--- config.mk ---
export PLATFORM = sky130hd
export DESIGN_NAME = flash_card_pin_if
export DESIGN_NICKNAME = d
export VERILOG_FILES = /design/src/logic/flash_card_pin_if.v /design/src/logic/pin_sync.v /design/src/logic/skid_buffer.v
export VERILOG_INCLUDE_DIRS = /design/src /design/src/logic
export SDC_FILE = /design/constraint.sdc
export NUM_CORES = 1
export LEC_CHECK = 0
export ABC_AREA = 1
export BUFFER_PORTS_ARGS = -buffer_cell sky130_fd_sc_hd__buf_2
export CORE_ASPECT_RATIO = 0.5
export CORE_MARGIN = 3
export CORE_UTILIZATION = 45
export CTS_CLUSTER_DIAMETER = 100
export DETAILED_ROUTE_END_ITERATION = 8
export PLACE_DENSITY = 0.67
export SYNTH_ARGS = -nofsm -noshare
export SYNTH_HDL_FRONTEND = slang
export SYNTH_SLANG_ARGS = --single-unit
--- constraint.sdc ---
create_clock -name sys_clk_i -period 2.3 [get_ports sys_clk_i]
set_input_delay 0.23 -clock sys_clk_i [delete_from_list [all_inputs] [get_ports sys_clk_i]]
set_output_delay 0.23 -clock sys_clk_i [all_outputs]
set_load 0.05 [all_outputs]
--- src/logic/flash_card_pin_regs.vh ---
// Constants for the flash card host pin interface.
`ifndef FLASH_CARD_PIN_REGS_VH
`define FLASH_CARD_PIN_REGS_VH

// Widths of the pin groups.
`define FCP_ADDR_W 11
`define FCP_DATA_W 16
`define FCP_SYNC_W 35

// Positions of the fields in one buffered write entry.
`define FCP_ENT_DATA_LSB 0
`define FCP_ENT_BE_LSB 16
`define FCP_ENT_ADDR_LSB 18
`define FCP_ENT_DMA_BIT 29
`define FCP_ENT_CTRL_BIT 30
`define FCP_ENT_W 31

// Task-file index of the control register pair, and of the sector data register.
`define FCP_DATA_REG_IDX 3'h6
`define FCP_SECTOR_IDX 3'h0

// Reset values.
`define FCP_SYNC_RST 35'h7_FFFF_FFFF
`define FCP_DATA_RST 16'h0000

// Cycles allowed for the input synchronisers to fill before the mode is caught.
`define FCP_BOOT_CYCLES 2'h3

`endif

--- src/logic/flash_card_pin_if.v ---
// Host-side pin interface of a removable flash card with three access modes.
//
// What this block does
// - Disk mode decodes only low three address lines.
// - First select hits task file, second control pair.
// - In card modes high enable moves the odd byte.
// - Low enable moves even or odd byte.
// - Eight-bit host reaches every byte on low lines.
// - Line 0 even byte LSB, line 8 odd.
// - Drive role grounded primary, open secondary.
// - Card modes ignore drive role input.
// - Memory mode drives both battery outputs high.
// - I/O mode signals ready or protect changes.
// - I/O mode audio output, negated when absent.
// - DMA acknowledge ignored while no DMA active.
// - Ultra write burst remaps pins 34, 35, 42.
// - Ultra read burst remaps pins 34, 35, 42.
// - Upper lines and high enable may float.
// - Disk register bytes low lines, sector data 16-bit.
`timescale 1ns/10ps
`include "flash_card_pin_regs.vh"
module flash_card_pin_if
(
   input wire sys_clk_i,
   input wire rst_b_i,
   // Host pins, asynchronous to the clock.
   input wire [10:0] addr_i,
   input wire card_enable_low_n_i,
   input wire card_enable_high_n_i,
   input wire disk_mode_select_n_i,
   input wire write_enable_n_i,
   input wire io_read_strobe_n_i,
   input wire io_write_strobe_n_i,
   input wire drive_role_select_n_i,
   input wire dma_acknowledge_n_i,
   input wire [15:0] data_i,
   output reg [15:0] data_o,
   output reg data_lo_oe_n_o,
   output reg data_hi_oe_n_o,
   output reg pin45_o,
   output reg pin45_oe_n_o,
   output reg pin46_o,
   output reg pin46_oe_n_o,
   output reg pin42_o,
   // Card core side, same clock.
   input wire io_mode_cfg_i,
   input wire [15:0] core_rd_data_i,
   input wire core_ready_i,
   input wire ready_state_i,
   input wire write_protect_i,
   input wire status_change_enable_i,
   input wire status_change_clear_i,
   input wire audio_supported_i,
   input wire audio_i,
   input wire diag_passed_i,
   input wire drive_active_i,
   input wire dma_active_i,
   input wire udma_write_active_i,
   input wire udma_read_active_i,
   input wire device_burst_ready_n_i,
   input wire device_data_strobe_i,
   input wire core_wr_ready_i,
   output wire core_wr_valid_o,
   output wire [30:0] core_wr_entry_o,
   output reg core_rd_req_o,
   output reg [10:0] core_rd_addr_o,
   output reg core_rd_ctrl_o,
   output reg disk_compatible_mode_o,
   output reg io_card_mode_o,
   output reg drive_secondary_o,
   output reg host_data_strobe_o,
   output reg host_burst_ready_n_o,
   output reg stop_request_o
);

   // -----------------------------------------------------------------
   // Input synchronisers
   // -----------------------------------------------------------------
   // Host pins pass two flops first.
   wire [34:0] pins_q;
   pin_sync #(
      .W(`FCP_SYNC_W),
      .RST_VAL(`FCP_SYNC_RST)
   ) u_sync (
      .sys_clk_i(sys_clk_i),
      .rst_b_i(rst_b_i),
      .d_i({data_i, dma_acknowledge_n_i, drive_role_select_n_i, io_write_strobe_n_i,
            io_read_strobe_n_i, write_enable_n_i, disk_mode_select_n_i,
            card_enable_high_n_i, card_enable_low_n_i, addr_i}),
      .q_o(pins_q)
   );

   // Synchronised pin levels.
   wire [10:0] a_s = pins_q[10:0];
   wire ce_lo_n_s = pins_q[11];
   wire ce_hi_n_s = pins_q[12];
   wire oe_n_s = pins_q[13];
   wire we_n_s = pins_q[14];
   wire io_read_strobe_n_n_s = pins_q[15];
   wire io_write_strobe_n_n_s = pins_q[16];
   wire role_n_s = pins_q[17];
   wire dma_acknowledge_n_n_s = pins_q[18];
   wire [15:0] d_s = pins_q[34:19];

   // -----------------------------------------------------------------
   // Mode capture
   // -----------------------------------------------------------------
   localparam [1:0] ST_BOOT = 2'b01;
   localparam [1:0] ST_RUN = 2'b10;
   reg [1:0] state_r;
   reg [1:0] boot_cnt_r;

   // Samples the mode pin once the synchronisers are full.
   always @(posedge sys_clk_i or negedge rst_b_i)
   begin
      if (!rst_b_i)
      begin
         state_r <= ST_BOOT;
         boot_cnt_r <= 2'h0;
         disk_compatible_mode_o <= 1'b0;
      end
      else
      begin
         case (state_r)
            ST_BOOT:
            begin
               boot_cnt_r <= boot_cnt_r + 2'h1;
               if (boot_cnt_r == `FCP_BOOT_CYCLES)
               begin
                  // Grounded pin selects disk mode.
                  disk_compatible_mode_o <= ~oe_n_s;
                  state_r <= ST_RUN;
               end
            end
            ST_RUN:
            begin
               state_r <= ST_RUN;
            end
            default:
            begin
               state_r <= ST_BOOT;
            end
         endcase
      end
   end

   // Card mode personality follows the core's configuration, disk mode wins.
   wire run = state_r[1];
   wire disk = disk_compatible_mode_o;
   wire io_mode = run & ~disk & io_mode_cfg_i;
   wire mem_mode = run & ~disk & ~io_mode_cfg_i;

   // -----------------------------------------------------------------
   // Access decode
   // -----------------------------------------------------------------
   // DMA acknowledge counts only during DMA.
   wire dma_sel = disk & dma_active_i & ~dma_acknowledge_n_n_s;
   // Task file uses only the low three address lines.
   wire [2:0] tf_idx = a_s[2:0];
   wire tf_sel = disk & ~dma_sel & ~ce_lo_n_s;
   // Second select reaches only the control pair.
   wire ctl_sel = disk & ~dma_sel & ~ce_hi_n_s & ce_lo_n_s & (tf_idx == `FCP_DATA_REG_IDX);
   // Sector data and DMA move 16 bits.
   wire disk_word = dma_sel | (tf_sel & (tf_idx == `FCP_SECTOR_IDX));
   wire card_sel = run & ~disk & (~ce_lo_n_s | ~ce_hi_n_s);
   wire any_sel = tf_sel | ctl_sel | dma_sel | card_sel;

   // Strobes per mode; write enable unused in disk mode.
   wire rd_n = mem_mode ? oe_n_s : io_read_strobe_n_n_s;
   wire wr_n = mem_mode ? we_n_s : io_write_strobe_n_n_s;
   wire udma = disk & (udma_write_active_i | udma_read_active_i);
   wire rd_act = run & any_sel & ~rd_n & ~udma;
   reg wr_n_d_r;
   // Writes land on the trailing edge of the strobe.
   wire wr_done = run & any_sel & wr_n & ~wr_n_d_r & ~udma;

   // Byte lane plan.
   reg word_c;
   reg odd_lo_c;
   // Decides lane use for card and disk accesses.
   always @*
   begin
      word_c = 1'b0;
      odd_lo_c = 1'b0;
      if (disk)
      begin
         word_c = disk_word;
      end
      else if (!ce_lo_n_s && !ce_hi_n_s)
      begin
         word_c = 1'b1;
      end
      else if (!ce_lo_n_s)
      begin
         // Low enable alone: A0 picks the byte.
         odd_lo_c = a_s[0];
      end
      else
      begin
         odd_lo_c = 1'b0;
      end
   end
   // High enable alone: odd byte, upper lines.
   wire hi_only = ~disk & ce_lo_n_s & ~ce_hi_n_s;

   // -----------------------------------------------------------------
   // Write path into the buffer
   // -----------------------------------------------------------------
   reg [15:0] wdata_c;
   reg [1:0] wbe_c;
   // Places host bytes into word lanes.
   always @*
   begin
      wdata_c = `FCP_DATA_RST;
      wbe_c = 2'b00;
      if (word_c)
      begin
         wdata_c = d_s;
         wbe_c = 2'b11;
      end
      else if (hi_only)
      begin
         wdata_c = {d_s[15:8], 8'h00};
         wbe_c = 2'b10;
      end
      else if (odd_lo_c)
      begin
         wdata_c = {d_s[7:0], 8'h00};
         wbe_c = 2'b10;
      end
      else
      begin
         wdata_c = {8'h00, d_s[7:0]};
         wbe_c = 2'b01;
      end
   end

   wire buf_in_ready;
   skid_buffer #(
      .W(`FCP_ENT_W)
   ) u_wbuf (
      .sys_clk_i(sys_clk_i),
      .rst_b_i(rst_b_i),
      .in_valid_i(wr_done),
      .in_data_i({ctl_sel, dma_sel, (disk ? {8'h00, tf_idx} : a_s), wbe_c, wdata_c}),
      .in_ready_o(buf_in_ready),
      .out_valid_o(core_wr_valid_o),
      .out_data_o(core_wr_entry_o),
      .out_ready_i(core_wr_ready_i)
   );

   // -----------------------------------------------------------------
   // Read path and data pins
   // -----------------------------------------------------------------
   // Steers core read data to the host lanes.
   always @(posedge sys_clk_i or negedge rst_b_i)
   begin
      if (!rst_b_i)
      begin
         wr_n_d_r <= 1'b1;
         data_o <= `FCP_DATA_RST;
         data_lo_oe_n_o <= 1'b1;
         data_hi_oe_n_o <= 1'b1;
         core_rd_req_o <= 1'b0;
         core_rd_addr_o <= 11'h000;
         core_rd_ctrl_o <= 1'b0;
      end
      else
      begin
         wr_n_d_r <= wr_n;
         core_rd_req_o <= rd_act;
         core_rd_addr_o <= disk ? {8'h00, tf_idx} : a_s;
         core_rd_ctrl_o <= ctl_sel;
         if (word_c)
         begin
            data_o <= core_rd_data_i;
         end
         else if (hi_only)
         begin
            data_o <= {core_rd_data_i[15:8], 8'h00};
         end
         else if (odd_lo_c)
         begin
            data_o <= {8'h00, core_rd_data_i[15:8]};
         end
         else
         begin
            data_o <= {8'h00, core_rd_data_i[7:0]};
         end
         data_lo_oe_n_o <= ~(rd_act & ~hi_only);
         data_hi_oe_n_o <= ~(rd_act & (word_c | hi_only));
      end
   end

   // -----------------------------------------------------------------
   // Status, audio, drive role and burst pins
   // -----------------------------------------------------------------
   reg rdy_d_r;
   reg wp_d_r;
   reg chg_pend_r;
   wire chg_evt = (ready_state_i ^ rdy_d_r) | (write_protect_i ^ wp_d_r);

   // Drives mode dependent side pins from flops.
   always @(posedge sys_clk_i or negedge rst_b_i)
   begin
      if (!rst_b_i)
      begin
         rdy_d_r <= 1'b0;
         wp_d_r <= 1'b0;
         chg_pend_r <= 1'b0;
         pin45_o <= 1'b1;
         pin45_oe_n_o <= 1'b1;
         pin46_o <= 1'b1;
         pin46_oe_n_o <= 1'b1;
         pin42_o <= 1'b0;
         io_card_mode_o <= 1'b0;
         drive_secondary_o <= 1'b0;
         host_data_strobe_o <= 1'b0;
         host_burst_ready_n_o <= 1'b1;
         stop_request_o <= 1'b0;
      end
      else
      begin
         rdy_d_r <= ready_state_i;
         wp_d_r <= write_protect_i;
         io_card_mode_o <= io_mode;
         // A change in the same cycle as the clear is kept.
         if (chg_evt)
         begin
            chg_pend_r <= 1'b1;
         end
         else if (status_change_clear_i)
         begin
            chg_pend_r <= 1'b0;
         end
         // Open pin reads high: secondary drive.
         drive_secondary_o <= disk & role_n_s;
         if (mem_mode)
         begin
            pin45_o <= 1'b1;
            pin46_o <= 1'b1;
            pin45_oe_n_o <= 1'b0;
            pin46_oe_n_o <= 1'b0;
         end
         else if (io_mode)
         begin
            pin46_o <= ~(status_change_enable_i & chg_pend_r);
            pin45_o <= ~(audio_supported_i & audio_i);
            pin46_oe_n_o <= 1'b0;
            pin45_oe_n_o <= 1'b0;
         end
         else
         begin
            // Disk mode: open drain lines; high while booting.
            pin46_o <= ~disk;
            pin45_o <= ~disk;
            pin46_oe_n_o <= ~(disk & diag_passed_i);
            pin45_oe_n_o <= ~(disk & drive_active_i);
         end
         // Burst pin roles; otherwise ready, low when full.
         host_data_strobe_o <= disk & udma_write_active_i & ~io_read_strobe_n_n_s;
         host_burst_ready_n_o <= ~(disk & udma_read_active_i & ~io_read_strobe_n_n_s);
         stop_request_o <= udma & ~io_write_strobe_n_n_s;
         if (disk && udma_write_active_i)
         begin
            pin42_o <= device_burst_ready_n_i;
         end
         else if (disk && udma_read_active_i)
         begin
            pin42_o <= device_data_strobe_i;
         end
         else
         begin
            pin42_o <= core_ready_i & buf_in_ready;
         end
      end
   end

endmodule

--- src/logic/pin_sync.v ---
// Two flip-flop synchroniser for a group of pin inputs.
`timescale 1ns/10ps
module pin_sync #(
   parameter W = 1,
   parameter [W-1:0] RST_VAL = {W{1'b1}}
)
(
   input wire sys_clk_i,
   input wire rst_b_i,
   input wire [W-1:0] d_i,
   output reg [W-1:0] q_o
);

   // First stage, read only by the second stage.
   reg [W-1:0] meta_r;

   // -----------------------------------------------------------------
   // Two stage capture
   // -----------------------------------------------------------------
   // Both stages take the idle level under reset.
   always @(posedge sys_clk_i or negedge rst_b_i)
   begin
      if (!rst_b_i)
      begin
         meta_r <= RST_VAL;
         q_o <= RST_VAL;
      end
      else
      begin
         meta_r <= d_i;
         q_o <= meta_r;
      end
   end

endmodule

--- src/logic/skid_buffer.v ---
// Two-entry buffer with valid and ready on both sides, outputs from flops.
`timescale 1ns/10ps
module skid_buffer #(
   parameter W = 8
)
(
   input wire sys_clk_i,
   input wire rst_b_i,
   input wire in_valid_i,
   input wire [W-1:0] in_data_i,
   output reg in_ready_o,
   output reg out_valid_o,
   output reg [W-1:0] out_data_o,
   input wire out_ready_i
);

   // Second entry, filled only when the output entry is stalled.
   reg skid_valid_r;
   reg [W-1:0] skid_data_r;

   // Handshakes on each side this cycle.
   wire push = in_valid_i & in_ready_o;
   wire pop = out_valid_o & out_ready_i;

   // -----------------------------------------------------------------
   // Entry control
   // -----------------------------------------------------------------
   // Output refills from the skid entry first.
   always @(posedge sys_clk_i or negedge rst_b_i)
   begin
      if (!rst_b_i)
      begin
         out_valid_o <= 1'b0;
         out_data_o <= {W{1'b0}};
         skid_valid_r <= 1'b0;
         skid_data_r <= {W{1'b0}};
         in_ready_o <= 1'b1;
      end
      else
      begin
         if (!out_valid_o || pop)
         begin
            // Output entry is free: take the oldest word available.
            if (skid_valid_r)
            begin
               out_valid_o <= 1'b1;
               out_data_o <= skid_data_r;
               skid_valid_r <= push;
               skid_data_r <= in_data_i;
            end
            else
            begin
               out_valid_o <= push;
               out_data_o <= in_data_i;
            end
         end
         else if (push)
         begin
            // Output stalled: park the new word.
            skid_valid_r <= 1'b1;
            skid_data_r <= in_data_i;
         end
         // Ready drops once both entries hold words.
         in_ready_o <= ~((out_valid_o & ~pop) & (skid_valid_r | push)) &
                       ~(skid_valid_r & push & ~pop);
      end
   end

endmodule
# ---- Word-level counts from Yosys, hierarchy flattened
# Index checks and enable logic that the tools add are counted.
dict set report classes {
  n_addsub 1
  eq_ne 6
  muxes 39
  n_bitwise 75
  n_reduce_logical 12
}
# operator count
set ops {}
lappend ops {{$mux 31} 4}
lappend ops {{$mux 16} 5}
lappend ops {{$and 1x1->1} 41}
lappend ops {{$mux 1} 23}
lappend ops {{$not 1->1} 23}
lappend ops {{$mux 11} 1}
lappend ops {{$or 1x1->1} 9}
lappend ops {{$mux 2} 4}
lappend ops {{$mux 8} 1}
lappend ops {{$eq 2x2->1 const B} 2}
lappend ops {{$pmux 2 s2} 1}
lappend ops {{$reduce_and 2->1} 2}
lappend ops {{$reduce_bool 2->1} 2}
lappend ops {{$eq 3x3->1 const B} 1}
lappend ops {{$logic_and 1x1->1} 3}
lappend ops {{$logic_not 1->1} 3}
lappend ops {{$logic_not 3->1} 1}
lappend ops {{$add 2x1->2 const B} 1}
lappend ops {{$eq 2x1->1 const B} 1}
lappend ops {{$ne 2x1->1 const B} 1}
lappend ops {{$ne 2x2->1 const B} 1}
lappend ops {{$xor 1x1->1} 2}
lappend ops {{$logic_or 1x1->1} 1}
dict set report totals {
  register_bits 185
  in_bits 69
  word_cells 163
}

# ---- Longest topological paths before layout
dict set report depth {
  word_depth 19
  ltp_mapped 11
}

# ---- Modules after synthesis
# From an unflattened synthesis, not the netlist that was laid out.
dict set report hier_totals {
  cells_unflattened 660
  hier_area_um2 6900.4
}
# mod instances cells_each area_per_inst_um2 seq_area_each_um2
set by_module_without_submodules {}
lappend by_module_without_submodules {skid_buffer 1 356 2976.6 1627.8}
lappend by_module_without_submodules {flash_card_pin_if 1 234 2084.5 1262.5}
lappend by_module_without_submodules {pin_sync 1 70 1839.3 1839.3}

# ---- Worst setup path after synthesis
# Ideal clock, no wire load.
dict set report synth_path {
  kind {reg2reg}
  startpoint {register disk_compatible_mode_o}
  endpoint {register u_wbuf.skid_data_r[10]}
  arrival_time_ps 1621
  t_required_ps 2183
  slack_ps 562
  stages_incl_launch_ff 11
  path_buffers 1
  cell_sequence {dfrtp_1 > inv_2 > nand2_1 > nor2_1 > nor2_2 > nand2_4 > nand3_4 > nand2_4 > buf_8 > nand3_2 > nand2_1}
}
dict set report synth_via {
  elab_chain_len 17
}
# element line
set synth_lines {}
lappend synth_lines {{from (decl)} flash_card_pin_if.v:68} ;# output reg disk_compatible_mode_o,
lappend synth_lines {{from (signal assigned)} flash_card_pin_if.v:131} ;# disk_compatible_mode_o <= ~oe_n_s;
lappend synth_lines {{$and 1x1->1 (2 in series)} flash_card_pin_if.v:157} ;# wire dma_sel = disk & dma_active_i & ~dma_acknowledge_n_n_s;
lappend synth_lines {{$not 1->1} {flash_card_pin_if.v:160, flash_card_pin_if.v:162}}
lappend synth_lines {{$and 1x1->1} {flash_card_pin_if.v:160, flash_card_pin_if.v:162}}
lappend synth_lines {{$and 1x1->1 (3 in series)} flash_card_pin_if.v:162} ;# wire ctl_sel = disk & ~dma_sel & ~ce_hi_n_s & ce_lo_n_s & (tf_idx == `FCP_DATA_REG_IDX);
lappend synth_lines {{$or 1x1->1 (3 in series)} flash_card_pin_if.v:166} ;# wire any_sel = tf_sel | ctl_sel | dma_sel | card_sel;
lappend synth_lines {{$and 1x1->1 (4 in series)} flash_card_pin_if.v:175} ;# wire wr_done = run & any_sel & wr_n & ~wr_n_d_r & ~udma;
lappend synth_lines {{$and 1x1->1} skid_buffer.v:22} ;# wire push = in_valid_i & in_ready_o;
lappend synth_lines {{$reduce_bool 2->1 (no line)} n/a}
lappend synth_lines {{$reduce_and 2->1 (no line)} n/a}
lappend synth_lines {{to (signal assigned)} skid_buffer.v:36} ;# skid_data_r <= {W{1'b0}};
lappend synth_lines {{to (signal assigned)} skid_buffer.v:49} ;# skid_data_r <= in_data_i;
lappend synth_lines {{to (signal assigned)} skid_buffer.v:61} ;# skid_data_r <= in_data_i;
lappend synth_lines {{to (decl)} skid_buffer.v:19} ;# reg [W-1:0] skid_data_r;
# Several ways; a longest one is shown, not always the timed one. The select of a mux whose other input is x is not followed.
# A chain may end at the register's enable or synchronous reset.

# ---- Worst setup path after layout
dict set report layout_path {
  startpoint {register disk_compatible_mode_o}
  endpoint {register u_wbuf.skid_data_r[25]}
}
# The elaborated chain is that of the path after synthesis.

==> impl_metrics.ini <==
[sta]
setup_tns_ns = 0
min_period_ns = 2.12
fin_crit_sh_pct = 92.1
maxSlewViolCount = 0
setup_viol = 0
rsz0062_at_grt = false
hold-worst-slack_ns = 0.0218
max_freq_ghz = 0.472
finalHoldViolCount = 0
relSlewSlack_pct = 59.3
fin_skew_ns = 0.0108
worstMarginPinSlew_ns = 0.610

[synthesis]
ys_types = 35
ys.warnings.count = 0
yosysSeqAreaShare_pct = 67.0
synth_cells = 624
synth_edf_count = 0
synth_seq_cells = 185
async_flop_share_pct = 100
synth_nets = 695
synth_area_sq_um = 7060
yosys.area.top_type = dfrtp_1
ys_top_cells_by_area = dfrtp_1, dfstp_2, nand2_1, nand3_1, nand3_2
yosysTopAreaCellShare_pct = 37.2
syn-mean-instance-area_sq_um = 11.3
ys.flop_type = dfrtp_1

[setup_path]
startpoint = disk_compatible_mode_o
path_delay_family = simple AND/OR/NAND/NOR gates
critPathMaxFanout = 32
endpoint_kind = register
worstSetupPathType = register to register
crit_top_cell = nand3_1
worstPathBufferInverterCount = 1
max_stage_delay_ns = 0.46
crit_required_ns = 2.61
critPathSlowestCell = nand4_4
crit_chain = buf_4 -> o21ai_1 -> nand3_1 -> nor2_4 -> nand4_4 -> nand3_1 -> nand2_1
r2r-start = disk_compatible_mode_o
critPathArrivalTime_ns = 2.43
start_kind = register

[hold_path]
hold_class = input port to register
min-delay-start = core_rd_data_i[11]

[global_route]
grt_usage_pct = 20.4
grt_max_degree = 69
overflow = 0
antenna_found_initial = 0
grt_pass1_wl_um = 27400
grt_pass1_vias = 5239

[clock_tree]
clkLatencyLatePin_ns = 0.42
ctsRootBufferMaster = clkbuf_16
path_clk_slew_ns = 0.07
cts_buffers = 17
htree_levels = 4
cts_sinks = 185
clock_path_buffers = 2
post_cts_resized = 0
cts_tree = built

[die]
coreArea_sq_um = 14900
rows = 31
io_pins = 143
dieArea_sq_um = 17300
die_x_um = 183
initial_core_util_pct = 47.4
die_y_um = 94.6

[routing]
drt_first_pass_iters = 5
wl_um = 16800
vias = 5169
drt_iter0_markers = 339
viasPerCell = 5.05
drc = 0
wl_per_cell_um = 16.4
drtAntennaViolNets = 0

[placed_design]
gp_congestion = 0.798
placedCellCount = 947
port_buffers = 142
place.detailed.hpwl_um = 11000

[power]
leakagePower_nw = 4.37
vdd_drop_max_mv = 0.587
power_density_nw_per_um2 = 915

[finish]
final_nets = 883
syn2layout_area_growth_pct = 27.4
drive_gt1_share_pct = 39.2
finalCoreUtilization_pct = 60.3
antenna_cells = 0
fin_cells = 1023

[run_status]
status = complete, no violations

[flow_run]
drv_cap = 0
-- path summary, 6_finish.rpt --
kind,slack [ns],end,cells past startpoint
worst max-delay path,0.18,u_wbuf.skid_data_r[25],7
worst min-delay path,0.02,data_o[11],3
worst max register to register,0.18,u_wbuf.skid_data_r[25],7
worst min register to register,0.35,u_sync.q_o[22],0
max in group asynchronous,1.20,u_sync.meta_r[13],3
min in group asynchronous,0.38,u_wbuf.out_data_o[28],2
-- power breakdown --
group          switching [W]  leakage (nW)  internal, W
Sequential          0.000243          2.12      0.00374
Combinational       0.000896          1.96     0.000411
Clock                0.00136         0.285      0.00158
Total                0.00250          4.37      0.00573
-- cell usage in the layout, fill, tap and decap left out, types with 2 or more instances in the layout --
cell | Yosys | final
clkinvlp_4 | 0 | 3
nand3_2 | 30 | 30
nand2_1 | 147 | 147
clkbuf_8 | 0 | 2
nor2_1 | 25 | 25
a21oi_1 | 12 | 12
ha_1 | 2 | 2
nand2_2 | 2 | 2
nor2_2 | 3 | 3
inv_1 | 38 | 38
nand4_4 | 2 | 2
buf_12 | 0 | 2
inv_6 | 0 | 2
clkbuf_16 | 0 | 17
inv_4 | 1 | 2
a22oi_2 | 2 | 2
inv_2 | 3 | 4
dfrtp_1 | 105 | 105
o211ai_1 | 14 | 14
nand3_1 | 100 | 100
a22oi_1 | 6 | 6
inv_8 | 0 | 6
nor2_4 | 3 | 3
buf_4 | 6 | 13
buf_2 | 5 | 141
dfstp_2 | 80 | 80
dlygate4sd3_1 | 0 | 44
o21ai_2 | 2 | 2
a31oi_1 | 4 | 4
nand2_4 | 2 | 2
xnor2_1 | 2 | 2
-- worst min-delay path, stage by stage --
cell and delay, ns:
buf_2 0.10, inv_1 0.04, nor2_1 0.03
-- flip-flops by register name (all words and copies together), names as in the netlist, 2 cells and up --
signal,cells
u_sync.meta_r,35
u_sync.q_o,35
u_wbuf.out_data_o,31
u_wbuf.skid_data_r,31
data_o,16
core_rd_addr_o,11
boot_cnt_r,2
state_r,2
-- routing by layer --
metal	track usage (%)	routed length [um]	part of all wire, %	vias up
met4	6.65	166	0.99	0
met5	0	0	0	-
met3	4.12	892	5.3	13
met2	31.2	7500	45	169
li1	-	-	-	2413
met1	29.4	8200	49	2574
-- cells by family after synthesis --
group                    count (synthesis)  share of synthesized area, %
adder cells (fa/ha/maj)                  2                         0.355
flip-flops                             185                          67.0
AND/OR/NAND/NOR                        316                          22.7
buffers and inverters                   75                          5.23
XOR/XNOR                                 3                         0.372
AO/OA/AOI/OAI                           43                          4.34
-- per-stage QoR --
stage	area [sq um]	power [W]	setup WS, ns
floorplan	7060	0.00486	0.562
global placement	7960	0.00524	0.289
detailed placement	7960	0.00529	0.222
CTS	8990	0.00830	0.208
global route	8990	0.00864	0.0278
finish	8990	0.00822	0.181
-- Yosys cell counts, types with 4 or more instances --
cell and n:
buf_4 6, a31oi_1 4, dfstp_2 80, inv_1 38, nor2_1 25, nand3_2 30
dfrtp_1 105, buf_2 5, nand3_1 100, clkbuf_1 14, a22oi_1 6, nand2_1 147
o211ai_1 14, a21oi_1 12
-- repair_timing --
item / CTS / global route
endpoints found under the hold margin: 82 / 0
hold buffers: 44 / 0
setup buffers: 0 / 0
-- final cells by class --
| class | instances | area (sq um) |
|---|---|---|
| inverter | 43 | 164 |
| multi-input combinational | 364 | 1960 |
| sequential | 185 | 4730 |
| timing repair buffer | 201 | 1300 |
| tap | 198 | 248 |
| clock inverter | 14 | 153 |
| clock buffer | 18 | 439 |
| fill | 1244 | 5910 |
(Power assumes the default switching activity.)
